<file path="config.mk">
export PLATFORM = sky130hd
export DESIGN_NAME = charger_alert_regs
export DESIGN_NICKNAME = d
export VERILOG_FILES = /design/src/verilog/charger_alert_pkg.sv /design/src/verilog/alert_if.sv /design/src/verilog/alert_timer.sv /design/src/verilog/bus_watchdog.sv /design/src/verilog/charger_alert_regs.sv
export SDC_FILE = /design/constraint.sdc
export NUM_CORES = 1
export LEC_CHECK = 0
export BUFFER_PORTS_ARGS = -buffer_cell sky130_fd_sc_hd__buf_2
export CAP_MARGIN = 20
export CORE_MARGIN = 4
export CORE_UTILIZATION = 35
export DETAILED_ROUTE_END_ITERATION = 10
export HOLD_SLACK_MARGIN = 0.05
export SLEW_MARGIN = 20
export SYNTH_ARGS = -nofsm -noshare
export SYNTH_HDL_FRONTEND = slang
export SYNTH_HIERARCHICAL = 1
export SYNTH_SLANG_ARGS = --single-unit
</file>
<file path="constraint.sdc">
create_clock -name mclk_i -period 7.25 [get_ports mclk_i]
set_input_delay 0.3625 -clock mclk_i [delete_from_list [all_inputs] [get_ports mclk_i]]
set_output_delay 0.3625 -clock mclk_i [all_outputs]
set_load 0.02 [all_outputs]
</file>
<file path="src/verilog/charger_alert_pkg.sv">
`default_nettype none
package charger_alert_pkg;
    localparam int REG_W = 16;
    localparam int FIELD_W = 6;
    localparam int CNT_W = 32;
    localparam int WDOG_W = 40;
    localparam logic [7:0] CMD_CHARGE_CURRENT = 8'h14;
    localparam logic [7:0] CMD_CHARGE_VOLTAGE = 8'h15;
    localparam logic [7:0] CMD_CTRL0 = 8'h39;
    localparam logic [7:0] CMD_INFO = 8'h3a;
    localparam logic [7:0] CMD_CTRL1 = 8'h3c;
    localparam logic [7:0] CMD_CTRL2 = 8'h3d;
    localparam logic [7:0] CMD_AC_ALERT = 8'h47;
    localparam logic [7:0] CMD_DC_ALERT = 8'h48;
    localparam logic [7:0] CMD_CTRL3 = 8'h4c;
    localparam logic [7:0] CMD_CTRL4 = 8'h4e;
    localparam int AC_LSB = 7;
    localparam int DC_LSB = 8;
    localparam logic [FIELD_W-1:0] FIELD_MAX = 6'h32;
    localparam logic [15:0] AC_RESET = 16'h0c00;
    localparam logic [15:0] DC_RESET = 16'h1000;
    localparam logic [15:0] CTRL0_RESET = 16'h0000;
    localparam logic [15:0] CTRL0_MASK = 16'hfffc;
    localparam logic [15:0] CTRL_RESET = 16'h0000;
    localparam int C0_BUCK_LSB = 13;
    localparam int C0_BOOST_LSB = 10;
    localparam int C0_REV_LSB = 8;
    localparam int C0_WDOG_OFF = 7;
    localparam int C0_HS_LSB = 5;
    localparam int C0_LP_LSB = 3;
    localparam int C0_VIN_OFF = 2;
    localparam int C2_HOLD_LSB = 6;
    localparam int C2_DEB_LSB = 9;
    localparam int INFO_REF_BIT = 15;
    localparam logic [15:0] LP_THRESH_MA [4] = '{16'h2ee0, 16'h2710, 16'h1f40, 16'h1770};
    localparam int CLK_PERIOD_PS = 5000;
    localparam int CYC_PER_US = 1000000 / CLK_PERIOD_PS;
    localparam int LOW_VSYS_DEB_US = 10;
    localparam int LOW_VSYS_DEB_CYC = LOW_VSYS_DEB_US * CYC_PER_US;
    localparam longint WDOG_TIMEOUT_S = 175;
    localparam longint WDOG_DEFAULT_CYC = WDOG_TIMEOUT_S * 64'd1000000000000 / CLK_PERIOD_PS;
    localparam int DEB_US_DEFAULT [4] = '{10, 100, 500, 1000};
    localparam int HOLD_US_DEFAULT [8] = '{10, 100, 500, 1000, 2000, 5000, 10000, 20000};

    typedef enum logic [1:0] {
        A_IDLE = 2'b00,
        A_DEB = 2'b01,
        A_HOLD = 2'b11
    } alert_state_t;

    function automatic logic [FIELD_W-1:0] clamp_field(input logic [FIELD_W-1:0] f);
        clamp_field = (f > FIELD_MAX) ? FIELD_MAX : f;
    endfunction : clamp_field

    function automatic logic [CNT_W-1:0] us_to_cyc(input int us);
        int c;
        c = us * CYC_PER_US;
        us_to_cyc = (c < 1) ? CNT_W'(1) : CNT_W'(c);
    endfunction : us_to_cyc
endpackage : charger_alert_pkg
`default_nettype wire

</file>
<file path="src/verilog/alert_if.sv">
`timescale 1ns/1ps
`default_nettype none
interface alert_if;
    import charger_alert_pkg::*;
    logic trip;
    logic [CNT_W-1:0] debounce_cyc;
    logic [CNT_W-1:0] hold_cyc;
    logic alert;
    modport source (output trip, output debounce_cyc, output hold_cyc, input alert);
    modport timer (input trip, input debounce_cyc, input hold_cyc, output alert);
endinterface : alert_if
`default_nettype wire

</file>
<file path="src/verilog/alert_timer.sv">
`timescale 1ns/1ps
`default_nettype none
module alert_timer (
    input wire logic mclk_i,
    input wire logic nrst_i,
    alert_if.timer port
);
    import charger_alert_pkg::*;
    alert_state_t state, next_state;
    logic [CNT_W-1:0] cnt, next_cnt;

    // Debounce the trip, then hold the alert for at least the minimum time.
    always_comb begin
        next_state = state;
        next_cnt = cnt + 1'b1;
        unique case (state)
            A_IDLE: begin
                next_cnt = '0;
                if (port.trip) begin
                    next_state = A_DEB;
                end
            end
            A_DEB: begin
                if (!port.trip) begin
                    next_state = A_IDLE;
                    next_cnt = '0;
                end else if (next_cnt >= port.debounce_cyc) begin
                    next_state = A_HOLD;
                    next_cnt = '0;
                end
            end
            A_HOLD: begin
                if (cnt >= port.hold_cyc - 1'b1 && !port.trip) begin
                    next_state = A_IDLE;
                    next_cnt = '0;
                end else if (cnt >= port.hold_cyc) begin
                    next_cnt = cnt;
                end
            end
            default: begin
                next_state = A_IDLE;
                next_cnt = '0;
            end
        endcase
    end

    always_ff @(posedge mclk_i or negedge nrst_i) begin
        if (!nrst_i) begin
            state <= A_IDLE;
            cnt <= '0;
        end else begin
            state <= next_state;
            cnt <= next_cnt;
        end
    end

    assign port.alert = (state == A_HOLD);
endmodule : alert_timer
`default_nettype wire

</file>
<file path="src/verilog/bus_watchdog.sv">
`timescale 1ns/1ps
`default_nettype none
module bus_watchdog #(
    parameter longint TIMEOUT_CYC = charger_alert_pkg::WDOG_DEFAULT_CYC
) (
    input wire logic mclk_i,
    input wire logic nrst_i,
    input wire logic run_i,
    input wire logic kick_i,
    output logic expired_o
);
    import charger_alert_pkg::*;
    localparam logic [WDOG_W-1:0] LIMIT = WDOG_W'(TIMEOUT_CYC - 1);
    logic [WDOG_W-1:0] cnt, next_cnt;
    logic next_expired;

    if (TIMEOUT_CYC < 2 || TIMEOUT_CYC >= (64'd1 << WDOG_W)) begin : g_bad
        $error("bus_watchdog timeout out of range");
    end

    // A ceiling write restarts the count and clears an expiry.
    always_comb begin
        next_cnt = cnt;
        next_expired = expired_o;
        if (kick_i || !run_i) begin
            next_cnt = '0;
        end else if (cnt < LIMIT) begin
            next_cnt = cnt + 1'b1;
        end
        if (kick_i) begin
            next_expired = 1'b0;
        end
        if (run_i && !kick_i && cnt == LIMIT) begin
            next_expired = 1'b1;
        end
    end

    always_ff @(posedge mclk_i or negedge nrst_i) begin
        if (!nrst_i) begin
            cnt <= '0;
            expired_o <= 1'b0;
        end else begin
            cnt <= next_cnt;
            expired_o <= next_expired;
        end
    end
endmodule : bus_watchdog
`default_nettype wire

</file>
<file path="src/verilog/charger_alert_regs.sv">
`timescale 1ns/1ps
`default_nettype none
// Summary of operation
// - Adapter alert threshold resets to 0x0c00 and reads back.
// - Adapter threshold field is bits 12:7, 128mA per LSB; others unused.
// - Adapter threshold field clamps to code 110010, 6400mA.
// - Battery threshold keeps valid bits only and clamps to code 110010.
// - Battery discharge threshold resets to 0x1000 and reads back.
// - Battery threshold field is bits 13:8, 256mA per LSB; others unused.
// - Overcurrent alert asserts after the debounce chosen by control word two 10:9.
// - Asserted alert holds for the minimum chosen by control word two 8:6.
// - Low system voltage alert uses a fixed 10us debounce.
// - Battery-only low-power threshold comes from control word zero 4:3.
// - Discharge compare needs system power monitor unless adapter is present.
// - Information status bit 15 shows comparator reference active.
// - Control word zero 15:13 sets forward buck comparator offset.
// - Control word zero 12:10 sets boost comparator offset, same coding.
// - Control word zero 9:8 sets reverse buck comparator offset.
// - With adapter and timeout on, 175s without ceiling writes ends charging.
// - A ceiling write after timeout enables charging again.
// - Control word zero bit 7 low enables the bus timeout.
// - Control word zero 6:5 selects high-side FET short threshold.
// - Control word zero bit 2 low enables input regulation loop; 1:0 unused.
module charger_alert_regs #(
    parameter longint WDOG_CYC = charger_alert_pkg::WDOG_DEFAULT_CYC,
    parameter int DEB_US [4] = charger_alert_pkg::DEB_US_DEFAULT,
    parameter int HOLD_US [8] = charger_alert_pkg::HOLD_US_DEFAULT
) (
    input wire logic mclk_i,
    input wire logic nrst_i,
    input wire logic wr_i,
    input wire logic rd_i,
    input wire logic [7:0] cmd_i,
    input wire logic [charger_alert_pkg::REG_W-1:0] wdata_i,
    output logic [charger_alert_pkg::REG_W-1:0] rdata_o,
    input wire logic [15:0] adapter_ma_i,
    input wire logic [15:0] battery_ma_i,
    input wire logic adapter_present_i,
    input wire logic system_power_monitor_enable_i,
    input wire logic low_power_i,
    input wire logic low_vsys_i,
    output logic alert_out_o,
    output logic alert_oe_o,
    output logic ref_active_o,
    output logic charge_enable_o,
    output logic [2:0] buck_offset_o,
    output logic [2:0] boost_offset_o,
    output logic [1:0] rev_offset_o,
    output logic [1:0] hs_short_sel_o,
    output logic vin_loop_en_o,
    output logic [15:0] ctrl1_o,
    output logic [15:0] ctrl2_o,
    output logic [15:0] ctrl3_o,
    output logic [15:0] ctrl4_o
);
    import charger_alert_pkg::*;

    localparam int NPIN = 4;

    for (genvar i = 0; i < 4; i++) begin : g_deb_chk
        if (DEB_US[i] < 1) begin : g_bad
            $error("debounce time must be at least 1us");
        end
    end
    for (genvar i = 0; i < 8; i++) begin : g_hold_chk
        if (HOLD_US[i] < 1) begin : g_bad
            $error("hold time must be at least 1us");
        end
    end

    logic [NPIN-1:0] pin_raw, pin_s1, pin_s2, pin_s3, pin, next_pin;
    logic adapter_present, system_power_monitor_enable, low_power, low_vsys;

    logic [15:0] ac_reg, next_ac_reg;
    logic [15:0] dc_reg, next_dc_reg;
    logic [15:0] ctrl0, next_ctrl0;
    logic [15:0] ctrl1, next_ctrl1;
    logic [15:0] ctrl2, next_ctrl2;
    logic [15:0] ctrl3, next_ctrl3;
    logic [15:0] ctrl4, next_ctrl4;
    logic [15:0] next_rdata;
    logic ref_active, next_ref_active;
    logic next_alert_oe;
    logic ac_trip, dc_trip;
    logic [15:0] ac_thresh_ma, dc_thresh_ma;
    logic ceiling_kick, wdog_run, wdog_expired;
    logic [CNT_W-1:0] vsys_age, next_vsys_age;

    alert_if oc_if ();
    alert_if vsys_if ();

    assign pin_raw = {low_vsys_i, low_power_i, system_power_monitor_enable_i, adapter_present_i};

    // Pins pass three flops; a change is taken once the last two agree.
    always_comb begin
        for (int i = 0; i < NPIN; i++) begin
            next_pin[i] = (pin_s2[i] == pin_s3[i]) ? pin_s3[i] : pin[i];
        end
    end

    always_ff @(posedge mclk_i or negedge nrst_i) begin
        if (!nrst_i) begin
            pin_s1 <= '0;
            pin_s2 <= '0;
            pin_s3 <= '0;
            pin <= '0;
        end else begin
            pin_s1 <= pin_raw;
            pin_s2 <= pin_s1;
            pin_s3 <= pin_s2;
            pin <= next_pin;
        end
    end

    assign adapter_present = pin[0];
    assign system_power_monitor_enable = pin[1];
    assign low_power = pin[2];
    assign low_vsys = pin[3];

    // Register writes; reserved bits are masked and threshold fields clamped.
    always_comb begin
        next_ac_reg = ac_reg;
        next_dc_reg = dc_reg;
        next_ctrl0 = ctrl0;
        next_ctrl1 = ctrl1;
        next_ctrl2 = ctrl2;
        next_ctrl3 = ctrl3;
        next_ctrl4 = ctrl4;
        if (wr_i) begin
            unique case (cmd_i)
                CMD_AC_ALERT: begin
                    next_ac_reg = 16'(clamp_field(wdata_i[AC_LSB +: FIELD_W])) << AC_LSB;
                end
                CMD_DC_ALERT: begin
                    next_dc_reg = 16'(clamp_field(wdata_i[DC_LSB +: FIELD_W])) << DC_LSB;
                end
                CMD_CTRL0: begin
                    next_ctrl0 = wdata_i & CTRL0_MASK;
                end
                CMD_CTRL1: begin
                    next_ctrl1 = wdata_i;
                end
                CMD_CTRL2: begin
                    next_ctrl2 = wdata_i;
                end
                CMD_CTRL3: begin
                    next_ctrl3 = wdata_i;
                end
                CMD_CTRL4: begin
                    next_ctrl4 = wdata_i;
                end
                default: begin
                end
            endcase
        end
    end

    // Reads return the register content one cycle after the strobe.
    always_comb begin
        next_rdata = rdata_o;
        if (rd_i) begin
            unique case (cmd_i)
                CMD_AC_ALERT: next_rdata = ac_reg;
                CMD_DC_ALERT: next_rdata = dc_reg;
                CMD_CTRL0: next_rdata = ctrl0;
                CMD_CTRL1: next_rdata = ctrl1;
                CMD_CTRL2: next_rdata = ctrl2;
                CMD_CTRL3: next_rdata = ctrl3;
                CMD_CTRL4: next_rdata = ctrl4;
                CMD_INFO: next_rdata = 16'(ref_active) << INFO_REF_BIT;
                default: next_rdata = 16'h0000;
            endcase
        end
    end

    always_ff @(posedge mclk_i or negedge nrst_i) begin
        if (!nrst_i) begin
            ac_reg <= AC_RESET;
            dc_reg <= DC_RESET;
            ctrl0 <= CTRL0_RESET;
            ctrl1 <= CTRL_RESET;
            ctrl2 <= CTRL_RESET;
            ctrl3 <= CTRL_RESET;
            ctrl4 <= CTRL_RESET;
            rdata_o <= 16'h0000;
        end else begin
            ac_reg <= next_ac_reg;
            dc_reg <= next_dc_reg;
            ctrl0 <= next_ctrl0;
            ctrl1 <= next_ctrl1;
            ctrl2 <= next_ctrl2;
            ctrl3 <= next_ctrl3;
            ctrl4 <= next_ctrl4;
            rdata_o <= next_rdata;
        end
    end

    assign buck_offset_o = ctrl0[C0_BUCK_LSB +: 3];
    assign boost_offset_o = ctrl0[C0_BOOST_LSB +: 3];
    assign rev_offset_o = ctrl0[C0_REV_LSB +: 2];
    assign hs_short_sel_o = ctrl0[C0_HS_LSB +: 2];
    assign vin_loop_en_o = !ctrl0[C0_VIN_OFF];
    assign ctrl1_o = ctrl1;
    assign ctrl2_o = ctrl2;
    assign ctrl3_o = ctrl3;
    assign ctrl4_o = ctrl4;

    // Threshold compare; low-power battery-only mode uses the coarse table.
    assign ac_thresh_ma = ac_reg;
    assign dc_thresh_ma = (!adapter_present && low_power) ? LP_THRESH_MA[ctrl0[C0_LP_LSB +: 2]] : dc_reg;
    assign next_ref_active = adapter_present || system_power_monitor_enable;
    assign ac_trip = adapter_present && (adapter_ma_i > ac_thresh_ma);
    assign dc_trip = ref_active && (battery_ma_i > dc_thresh_ma);

    assign oc_if.trip = ac_trip || dc_trip;
    assign oc_if.debounce_cyc = us_to_cyc(DEB_US[ctrl2[C2_DEB_LSB +: 2]]);
    assign oc_if.hold_cyc = us_to_cyc(HOLD_US[ctrl2[C2_HOLD_LSB +: 3]]);
    assign vsys_if.trip = low_vsys;
    assign vsys_if.debounce_cyc = CNT_W'(LOW_VSYS_DEB_CYC);
    assign vsys_if.hold_cyc = oc_if.hold_cyc;

    alert_timer u_oc_timer (.mclk_i(mclk_i), .nrst_i(nrst_i), .port(oc_if.timer));
    alert_timer u_vsys_timer (.mclk_i(mclk_i), .nrst_i(nrst_i), .port(vsys_if.timer));

    assign next_alert_oe = oc_if.alert || vsys_if.alert;

    always_ff @(posedge mclk_i or negedge nrst_i) begin
        if (!nrst_i) begin
            ref_active <= 1'b0;
            alert_oe_o <= 1'b0;
        end else begin
            ref_active <= next_ref_active;
            alert_oe_o <= next_alert_oe;
        end
    end

    assign alert_out_o = 1'b0;
    assign ref_active_o = ref_active;

    assign ceiling_kick = wr_i && (cmd_i == CMD_CHARGE_VOLTAGE || cmd_i == CMD_CHARGE_CURRENT);
    assign wdog_run = adapter_present && !ctrl0[C0_WDOG_OFF];

    bus_watchdog #(.TIMEOUT_CYC(WDOG_CYC)) u_wdog (
        .mclk_i(mclk_i),
        .nrst_i(nrst_i),
        .run_i(wdog_run),
        .kick_i(ceiling_kick),
        .expired_o(wdog_expired)
    );

    assign charge_enable_o = !wdog_expired;

    // Counts how long low system voltage has stood, so its fixed debounce can be checked.
    always_comb begin
        next_vsys_age = '0;
        if (low_vsys) begin
            next_vsys_age = (vsys_age == '1) ? vsys_age : vsys_age + 1'b1;
        end
    end

    always_ff @(posedge mclk_i or negedge nrst_i) begin
        if (!nrst_i) begin
            vsys_age <= '0;
        end else begin
            vsys_age <= next_vsys_age;
        end
    end
endmodule : charger_alert_regs
`default_nettype wire
</file>
# Word-level counts from Yosys, hierarchy flattened
# Memory sizes are Yosys's and may differ from the RTL's.
# Index checks and enable logic that the tools add are counted.
dict set report classes {
  addsub 4
  reduce_logical 35
  muxes 38
  n_lt_le_gt_ge 16
  n_bitwise 3
  mul 2
  eq_ne 27
}
# operator n
set ops {}
lappend ops {{$mux W32} 14}
lappend ops {{$ge A32 B32 Y1} 5}
lappend ops {{$pmux W16 S8} 1}
lappend ops {{$pmux W32 S2} 2}
lappend ops {{$mux W40} 2}
lappend ops {{$add A32 B1 Y32 const B} 2}
lappend ops {{$bmux W32 S2} 1}
lappend ops {{$lt A32 B2 Y1 const B} 2}
lappend ops {{$mul A32 B6 Y29 const B} 2}
lappend ops {{$mux W16} 3}
lappend ops {{$add A40 B1 Y40 const B} 1}
lappend ops {{$eq A40 B36 Y1 const B} 1}
lappend ops {{$lt A40 B36 Y1 const B} 1}
lappend ops {{$bmux W16 S2} 1}
lappend ops {{$eq A8 B6 Y1 const B} 4}
lappend ops {{$eq A8 B7 Y1 const B} 4}
lappend ops {{$ge A32 B11 Y1 const B} 1}
lappend ops {{$sub A32 B1 Y32 const B} 1}
lappend ops {{$eq A8 B5 Y1 const B} 2}
lappend ops {{$gt A16 B13 Y1} 1}
lappend ops {{$gt A16 B16 Y1} 1}
lappend ops {{$mux W2} 8}
lappend ops {{$reduce_and A2 Y1} 7}
lappend ops {{$gt A6 B6 Y1 const B} 2}
lappend ops {{other kinds (20)} 56}
dict set report totals {
  romBits 256
  mem_count 1
  register_bits 233
  inputBits 64
  word_cells 149
}
# name words width read_ports rd_clocked_by_memory_dff wr line_no
set memory_table {}
lappend memory_table {{(name not given)} 8 32 1 0 0 charger_alert_regs.sv:217} ;# assign oc_if.hold_cyc = us_to_cyc(HOLD_US[ctrl2[C2_HOLD_LSB +: 3]]);

# Longest topological paths before layout
# Gate-level depths: netlist of the first run.
dict set report depth {
  word_depth 12
  mapped_depth 32
}

# Hierarchy
# The synthesis of the first run kept the hierarchy.
# module area_per_inst_um2 seq_area_each_um2 cells_per_inst instances
set by_module_without_submodules {}
lappend by_module_without_submodules {charger_alert_regs 7807.5 3106.7 723 1}
lappend by_module_without_submodules {{alert_timer at u_vsys_timer} 4849.7 850.8 590 1}
lappend by_module_without_submodules {{alert_timer at u_oc_timer} 4713.3 850.8 595 1}
lappend by_module_without_submodules {bus_watchdog 2215.9 1026.0 240 1}

# Least setup slack after synthesis of the first run
# OpenSTA, ideal clock, no wires.
dict set report synth_path {
  path_kind {flip-flop to flip-flop}
  start {register ctrl2[7], in the netlist ctrl2_o[7]}
  end {register u_oc_timer.cnt[22]}
  slack_ns -0.703
  stages_incl_launch_ff 32
  t_required_ns 7.130
  arrival_ns 7.833
  setup_time_ns 0.120
  path_cell_list {dfrtp_1 > inv_1 > ha_1 > nor2b_1 > a21oi_1 > ha_1 > ha_1 > xor2_1 > ha_1 > ha_1 > fa_1 > a211oi_1 > o21ai_0 > a221o_1 > a31oi_1 > xnor2_1 > or3_1 > nor3_1 > nor3b_2 > nand2_1 > nor3_1 > xnor2_1 > ha_1 > a21oi_1 > nor2_1 > a211oi_1 > o32ai_1 > a211oi_1 > a21boi_1 > nor2_1 > clkbuf_1 > a31o_2}
}
dict set report synth_via {
  elab_chain_len 12
  word_cells_on_any_way 14
  cone_classes {add/sub: 1; mul: 1; order compare: 3; eq/ne: 1; mux: 5; bitwise: 1; reduce/logical: 1; memory: 1}
}
# item line_no
set synth_lines {}
lappend synth_lines {{start: declaration} charger_alert_regs.sv:78} ;# logic [15:0] ctrl2, next_ctrl2;
lappend synth_lines {{start signal: assignment} charger_alert_regs.sv:191} ;# ctrl2 <= next_ctrl2;
lappend synth_lines {{$not A3 Y4 (implied by the code) (*)} charger_alert_regs.sv:217}
lappend synth_lines {{$mem_v2 Z8 W32 (*)} --}
lappend synth_lines {{$mux W32 (implied by the code) (*) (2 in a row)} charger_alert_regs.sv:217}
lappend synth_lines {{$mul A32 B6 Y29 (*)} charger_alert_pkg.sv:57} ;# c = us * CYC_PER_US;
lappend synth_lines {{$lt A32 B2 Y1} charger_alert_pkg.sv:58} ;# us_to_cyc = (c < 1) ? CNT_W'(1) : CNT_W'(c);
lappend synth_lines {{$mux W32 (*)} charger_alert_pkg.sv:58}
lappend synth_lines {{via oc_if.hold_cyc[17]} alert_if.sv:7} ;# logic [CNT_W-1:0] hold_cyc;
lappend synth_lines {{$sub A32 B1 Y32} alert_timer.sv:33} ;# if (cnt >= port.hold_cyc - 1'b1 && !port.trip) begin
lappend synth_lines {{$ge A32 B32 Y1} alert_timer.sv:33}
lappend synth_lines {{$logic_and A1 B1 Y1} alert_timer.sv:33}
lappend synth_lines {{$mux W32} alert_timer.sv:33}
lappend synth_lines {{$pmux W32 S2} alert_timer.sv:16} ;# unique case (state)
lappend synth_lines {{end signal: assignment} alert_timer.sv:53} ;# cnt <= next_cnt;
lappend synth_lines {{end: declaration} alert_timer.sv:10} ;# logic [CNT_W-1:0] cnt, next_cnt;
# Mark *: on every way through the listed nets, which the timed path passes. The rest lies on a longest branch. The select of a mux whose other input is x is not followed.
# A chain may end at the register's enable or synchronous reset.

# Final worst setup path of the first run
dict set report layout_path {
  start {register ctrl2[6], in the netlist ctrl2_o[6]}
  end {register u_vsys_timer.cnt[7]}
}
dict set report layout_via {
  elab_chain_len 12
  word_cells_on_any_way 14
  cone_classes {add/sub: 1; mul: 1; order compare: 3; eq/ne: 1; mux: 5; bitwise: 1; reduce/logical: 1; memory: 1}
}
# item line_no
set layout_lines {}
lappend layout_lines {{$not A3 Y4 (implied by the code) (*)} charger_alert_regs.sv:217}
lappend layout_lines {{$mem_v2 Z8 W32 (*)} --}
lappend layout_lines {{$mux W32 (implied by the code) (*) (2 in a row)} charger_alert_regs.sv:217}
lappend layout_lines {{$mul A32 B6 Y29 (*)} charger_alert_pkg.sv:57}
lappend layout_lines {{$lt A32 B2 Y1} charger_alert_pkg.sv:58}
lappend layout_lines {{$mux W32 (*)} charger_alert_pkg.sv:58}
lappend layout_lines {{via oc_if.hold_cyc[15]} alert_if.sv:7}
lappend layout_lines {{$sub A32 B1 Y32} alert_timer.sv:33}
lappend layout_lines {{$ge A32 B32 Y1} alert_timer.sv:33}
lappend layout_lines {{$logic_and A1 B1 Y1} alert_timer.sv:33}
lappend layout_lines {{$mux W32} alert_timer.sv:33}
lappend layout_lines {{$pmux W32 S2} alert_timer.sv:16}
lappend layout_lines {{end signal: assignment} alert_timer.sv:53}
lappend layout_lines {{end: declaration} alert_timer.sv:10}
# Marks and branches as above.

==> results.py, run 1 <==
metrics = {
    "status": {
        "outcome": "finished, final reports clean",
    },
    "critical_path": {
        "crit_type": "reg -> reg",
        "crit_end": "u_vsys_timer/cnt[7]$_DFFE_PN0P_",
        "r2r_start": "ctrl2_o[6]$_DFFE_PN0P_",
        "regToRegSetupSlack_ps": 120,
        "cp-end-kind": "flop",
        "r2r_end": "u_vsys_timer/cnt[7]$_DFFE_PN0P_",
        "arrival_ps": 7580,
        "cp_num_cells": 30,
        "worst_setup_path_start_kind": "flop",
        "critPathMaxFanout": 26,
        "path_buf_inv": 3,
        "cp_slowest_cell": "or4_4",
        "required_ps": 7700,
        "cp_top_family": "simple AND/OR/NAND/NOR gates",
        "worstSetupStartpoint": "ctrl2_o[6]$_DFFE_PN0P_",
        "r2r_cells": 30,
        "critPathMaxStageDelay_ps": 560,
    },
    "placed_design": {
        "place_area_um2": 21900,
        "hpwl_um": 40000,
        "io_buffers": 157,
        "dpl_worst_slack_ps": -280,
        "routabilityCongestion": 0.828,
    },
    "sta": {
        "finClkSkew_ps": 14.5,
        "worstMarginPinSlew_ps": 1120,
        "rsz0062_at_grt": "yes",
        "period_share_pct": 98.4,
        "setup_viol": 0,
        "slew_viol_final": 0,
        "max_freq_mhz": 140,
        "final.setup.tns_ps": 0,
        "fin_crit_ps": 7130,
        "finalHoldViolations": 0,
        "slew_headroom_pct": 24.5,
        "fin_ws_ps": 115,
    },
    "final_layout": {
        "final_cell_mix": "277 x ha_1, 228 x dfrtp_1, 185 x inv_1",
        "final_common_cell": "ha_1",
        "fin_nets": 2808,
        "fill_cells": 5335,
        "diodes": 0,
        "area_growth_pct": 19.4,
        "final_area_um2": 23400,
        "top_regs": "u_wdog/cnt x40, u_oc_timer/cnt x32, u_vsys_timer/cnt x32",
        "largest_reg_flops": 40,
        "top_register": "u_wdog/cnt",
        "drive_gt1_share_pct": 18.9,
    },
    "cts": {
        "path_clk_slew_ps": 60,
        "htree_levels": 1,
        "cts_root_buf": "clkbuf_16",
        "clock-sinks": 233,
        "clock_latency_ps": 570,
        "cts_buffers": 26,
        "clockBufferDepth": 3,
        "cts_tree": "built",
    },
    "grt": {
        "grt_max_degree": 121,
        "grt_pass1_vias": 16600,
        "gr-total-overflow": 0,
        "grt_pass1_wl_um": 85800,
        "antenna_found_initial": 1,
        "gr-usage-all-layers_pct": 17.0,
    },
    "drt": {
        "vias_per_cell": 5.14,
        "final_antenna_net_count": 0,
        "vias": 16600,
        "dr.pass1.iters": 5,
        "avgRoutedWirePerCell_um": 16.3,
        "drt-initial-drc-count": 1065,
        "routed_wirelength_um": 52500,
        "drc": 0,
    },
    "floorplanning": {
        "start_util_pct": 35.5,
        "die_width_um": 245,
        "fp-row-count": 86,
        "die_height_um": 245,
        "die_area_um2": 59800,
        "core_area_um2": 55200,
        "pin_count": 159,
    },
    "logic_synthesis": {
        "synth_top_area_share_pct": 29.4,
        "synth.avg_cell_area_um2": 9.12,
        "yosys.area.top_type": "dfrtp_1",
        "ys_async_sr_fraction_pct": 100,
        "synth_edf_count": 0,
        "ys_ff_latch": 233,
        "synth_area_um2": 19600,
        "postSynthCellCount": 2148,
        "synthTopCellsByArea": "dfrtp_1 29%, ha_1 18%, xnor2_1 4.6%, mux2_2 4.1%, inv_1 3.6%",
        "seq_area_frac_synth_pct": 29.8,
        "synth_ff_type": "dfrtp_1",
        "yosys_warnings": 6,
        "synth_cell_type_count": 88,
    },
    "flow_run": {
        "drv_cap": 0,
    },
    "power_and_ir_drop": {
        "powerDensity_nw_per_um2": 183,
        "ir_drop_mv": 0.178,
        "p_leak_uw": 0.0115,
        "power_uw": 4270,
    },
    "hold_path": {
        "hold_path.class": "in -> reg",
    },
}
==> synth_stat cells (5+ instances only) <==
master / number
ha_1: 282
dfrtp_1: 230
inv_1: 188
nand2_1: 169
nor2_1: 132
a21oi_1: 125
xnor2_1: 102
o21ai_0: 76
mux2_2: 72
nand3_1: 66
nand4_1: 62
xor2_1: 47
a22o_1: 41
clkbuf_1: 39
and3_1: 35
nor3_1: 34
nand2b_1: 30
a21o_1: 26
nor4_1: 24
a22oi_1: 23
mux2i_1: 22
nor2b_1: 21
mux2_4: 20
and2_1: 18
buf_4: 18
a31oi_1: 17
buf_2: 15
a211oi_1: 13
or4_1: 12
a221oi_1: 11
o21a_1: 11
or2_2: 11
or3_1: 11
o211ai_1: 10
and4_1: 9
o22ai_1: 6
o31ai_1: 6
nand3_2: 5
==> final cells by class <==
class	instances	area [um2]	area share [%]
well taps	748	936	4.00
repair buffers	232	1490	6.36
flip-flops and latches	233	5840	25.0
multi-input cells	1777	13500	57.6
clock inverters	10	204	0.872
clock buffers	38	746	3.19
inverters	188	708	3.03
==> power by group <==
part | internal (uW) | total, uW | switching, uW
Combinational | 581 | 1370 | 789
Sequential | 1370 | 1430 | 67.4
Clock | 894 | 1470 | 572
==> logic make-up after synthesis <==
group	synth area share, %
AND/OR/NAND/NOR	18.6
XOR/XNOR	6.66
buffers and inverters	5.65
adder cells (fa/ha/maj)	18.6
flip-flops	29.8
AO/OA/AOI/OAI	13.8
other	0.0383
multiplexers	6.80
==> worst min path at each step <==
stage / start / slack (ps) / end / cells after the start
floorplan: nrst_i / 70 / ac_reg[12]$_DFFE_PN0P_ / 0
global placement: pin_s1[1]$_DFF_PN0_ / 330 / pin_s2[1]$_DFF_PN0_ / 0
detailed placement: pin_s1[3]$_DFF_PN0_ / 340 / pin_s2[3]$_DFF_PN0_ / 0
CTS: wdata_i[1] / 50 / ctrl4_o[1]$_DFFE_PN0P_ / 2
global route: wdata_i[14] / 70 / ctrl4_o[14]$_DFFE_PN0P_ / 2
finish: wdata_i[14] / 80 / ctrl2_o[14]$_DFFE_PN0P_ / 2
==> what timing repair did <==
item | in CTS | in global routing
gates cloned | 0 | 4
hold endpoints to repair | 121 | 0
hold buffers | 6 | 0
pin swaps | 6 | 21
setup endpoints to repair | 56 | 68
buffers inserted | 4 | 11
gates resized for setup | 10 | 68
==> per-stage QoR <==
step	cells	util, %	hold slack [ps]
floorplan	2275	-	66.9
finish	3226	42.4	83.6
CTS	3211	41.6	52.2
detailed placement	3153	39.6	339
global route	3226	42.4	70.1
global placement	3153	39.6	335
==> worst register-to-register path: cells and delay by family, from the launching register on <==
kind	cells	cell delay, ps
multiplexers	1	60
AO/OA/AOI/OAI	6	1110
buffers and inverters	3	440
XOR/XNOR	3	530
AND/OR/NAND/NOR	10	2560
adder cells (fa/ha/maj)	7	1920
flip-flops	1	410
==> layer usage <==
metal | track usage, % | vias to the layer above | wire (um)
li1 | - | 8184 | -
met1 | 21.7 | 8011 | 23200
met2 | 30.1 | 338 | 25600
met3 | 3.57 | 59 | 2790
met4 | 3.05 | 2 | 851
met5 | 0 | - | 7
No activity file was read; power rests on OpenSTA's default activity.
==> run 2: changes to the inputs <==
--- a/config.mk
+++ b/config.mk
@@ -9,6 +9,7 @@
 export CAP_MARGIN = 20
 export CORE_MARGIN = 4
 export CORE_UTILIZATION = 35
+export CTS_BUF_LIST = sky130_fd_sc_hd__clkbuf_4 sky130_fd_sc_hd__clkbuf_8 sky130_fd_sc_hd__clkbuf_16
 export DETAILED_ROUTE_END_ITERATION = 10
 export HOLD_SLACK_MARGIN = 0.05
 export SLEW_MARGIN = 20
==> results.py, run 2 (synthesis results as in run 1) <==
metrics = {
    "final_layout": {
        "area_growth_pct": 19.5,
        "largest_reg_flops": 40,
        "final_common_cell": "ha_1",
        "ff_latch_area_um2": 5840,
        "fin_cells": 3226,
        "drive_gt1_share_pct": 19.2,
        "final_cell_mix": "277 x ha_1, 228 x dfrtp_1, 185 x inv_1",
        "fill_cells": 5335,
        "fin_util_pct": 42.4,
        "fin_nets": 2808,
        "multiInputGateArea_um2": 13500,
        "top_register": "u_wdog/cnt",
        "top_regs": "u_wdog/cnt x40, u_oc_timer/cnt x32, u_vsys_timer/cnt x32",
        "diodes": 0,
    },
    "critical_path": {
        "cp_top_family": "simple AND/OR/NAND/NOR gates",
        "critPathMaxFanout": 26,
        "cp_slowest_cell": "or4_4",
        "worst_setup_path_start_kind": "flop",
        "required_ps": 7700,
        "path_buf_inv": 3,
        "cp-end-kind": "flop",
        "arrival_ps": 7590,
        "critPathMaxStageDelay_ps": 550,
        "crit_type": "reg -> reg",
    },
    "floorplanning": {
        "start_util_pct": 35.5,
        "die_area_um2": 59800,
        "die_width_um": 245,
        "fp-row-count": 86,
        "core_area_um2": 55200,
        "pin_count": 159,
        "die_height_um": 245,
    },
    "sta": {
        "period_share_pct": 98.6,
        "slew_viol_final": 0,
        "slew_headroom_pct": 22.9,
        "finalHoldViolations": 0,
        "max_freq_mhz": 140,
        "worstMarginPinSlew_ps": 1150,
        "fin_ws_ps": 104,
        "rsz0062_at_grt": "yes",
        "fin_crit_ps": 7150,
        "finClkSkew_ps": 12.3,
        "final.setup.tns_ps": 0,
        "whs_ps": 83.8,
        "setup_viol": 0,
    },
    "drt": {
        "vias_per_cell": 5.14,
        "avgRoutedWirePerCell_um": 16.3,
        "dr.pass1.iters": 5,
        "vias": 16600,
        "drt-initial-drc-count": 1028,
        "drc": 0,
        "final_antenna_net_count": 0,
        "routed_wirelength_um": 52500,
    },
    "power_and_ir_drop": {
        "ir_drop_mv": 0.178,
        "p_leak_uw": 0.0115,
        "netSwitchingPower_uw": 1430,
        "pwr-share-comb_pct": 31.9,
        "p_clk_share_pct": 34.8,
        "p_int_uw": 2870,
        "powerDensity_nw_per_um2": 183,
        "p_sw_share_pct": 33.2,
        "seq_power_share_pct": 33.4,
    },
    "cts": {
        "htree_levels": 1,
        "path_clk_slew_ps": 60,
        "clock_latency_ps": 570,
        "cts_buffers": 26,
        "clockBufferDepth": 3,
        "cts_tree": "built",
        "cts_root_buf": "clkbuf_16",
        "clock-sinks": 233,
    },
    "placed_design": {
        "dp.cells": 3153,
        "io_buffers": 157,
        "hpwl_um": 40000,
        "dpl_worst_slack_ps": -280,
        "routabilityCongestion": 0.828,
    },
    "status": {
        "outcome": "finished, final reports clean",
    },
    "flow_run": {
        "drv_cap": 0,
    },
    "grt": {
        "antenna_found_initial": 1,
        "grt_max_degree": 121,
        "gr-total-overflow": 0,
        "grt_pass1_wl_um": 85900,
        "gr-usage-all-layers_pct": 17.0,
        "grt_pass1_vias": 16600,
    },
    "hold_path": {
        "hold_path.class": "in -> reg",
    },
}
## run 2: repair_timing
item | 4_1_cts | 5_1_grt
gates resized for setup | 10 | 68
hold buffers | 6 | 0
setup buffers | 4 | 11
pin swaps | 6 | 21
endpoints found under the setup margin | 56 | 68
hold endpoints to repair | 121 | 0
gates cloned | 0 | 4
## run 2: metal layers
metal / vias to the layer above / wire, um / global-route usage (%)
li1: 8174 / - / -
met4: 2 / 866 / 3.05
met5: - / 7 / 0
met3: 61 / 2850 / 3.57
met2: 325 / 25600 / 30.1
met1: 8016 / 23200 / 21.7
## run 2: layout make-up
type | instances | area share, %
clock buffers | 38 | 3.30
clock inverters | 10 | 0.871
inverters | 188 | 3.02
multi-input cells | 1777 | 57.5
flip-flops and latches | 233 | 24.9
well taps | 748 | 4.00
repair buffers | 232 | 6.35
## run 2: final timing paths
kind	startpoint	end	slack (ps)	depth (start not counted)
setup / recovery	ctrl2_o[6]$_DFFE_PN0P_	u_vsys_timer/cnt[7]$_DFFE_PN0P_	100	30
hold / removal	wdata_i[1]	ctrl4_o[1]$_DFFE_PN0P_	80	2
setup reg to reg	ctrl2_o[6]$_DFFE_PN0P_	u_vsys_timer/cnt[7]$_DFFE_PN0P_	100	30
hold reg to reg	pin_s1[2]$_DFF_PN0_	pin_s2[2]$_DFF_PN0_	350	0
max in group asynchronous	nrst_i	pin[3]$_DFFE_PN0N_	5490	3
min in group asynchronous	nrst_i	u_wdog/cnt[8]$_DFFE_PN0P_	410	2
## run 2: power groups by stage
stage | registers, uW | clock network [uW] | logic, uW
CTS | 1430 | 1540 | 1240
floorplan | 1470 | 0 | 799
finish | 1430 | 1490 | 1370
detailed placement | 1460 | 0 | 1210
global route | 1440 | 1590 | 1530
global placement | 1450 | 0 | 1170
## run 2: per-stage QoR
stage / instance area (um2) / total power [uW]
floorplan: 20100 / 2270
global placement: 21900 / 2620
detailed placement: 21900 / 2660
CTS: 23000 / 4210
global route: 23400 / 4560
finish: 23400 / 4300
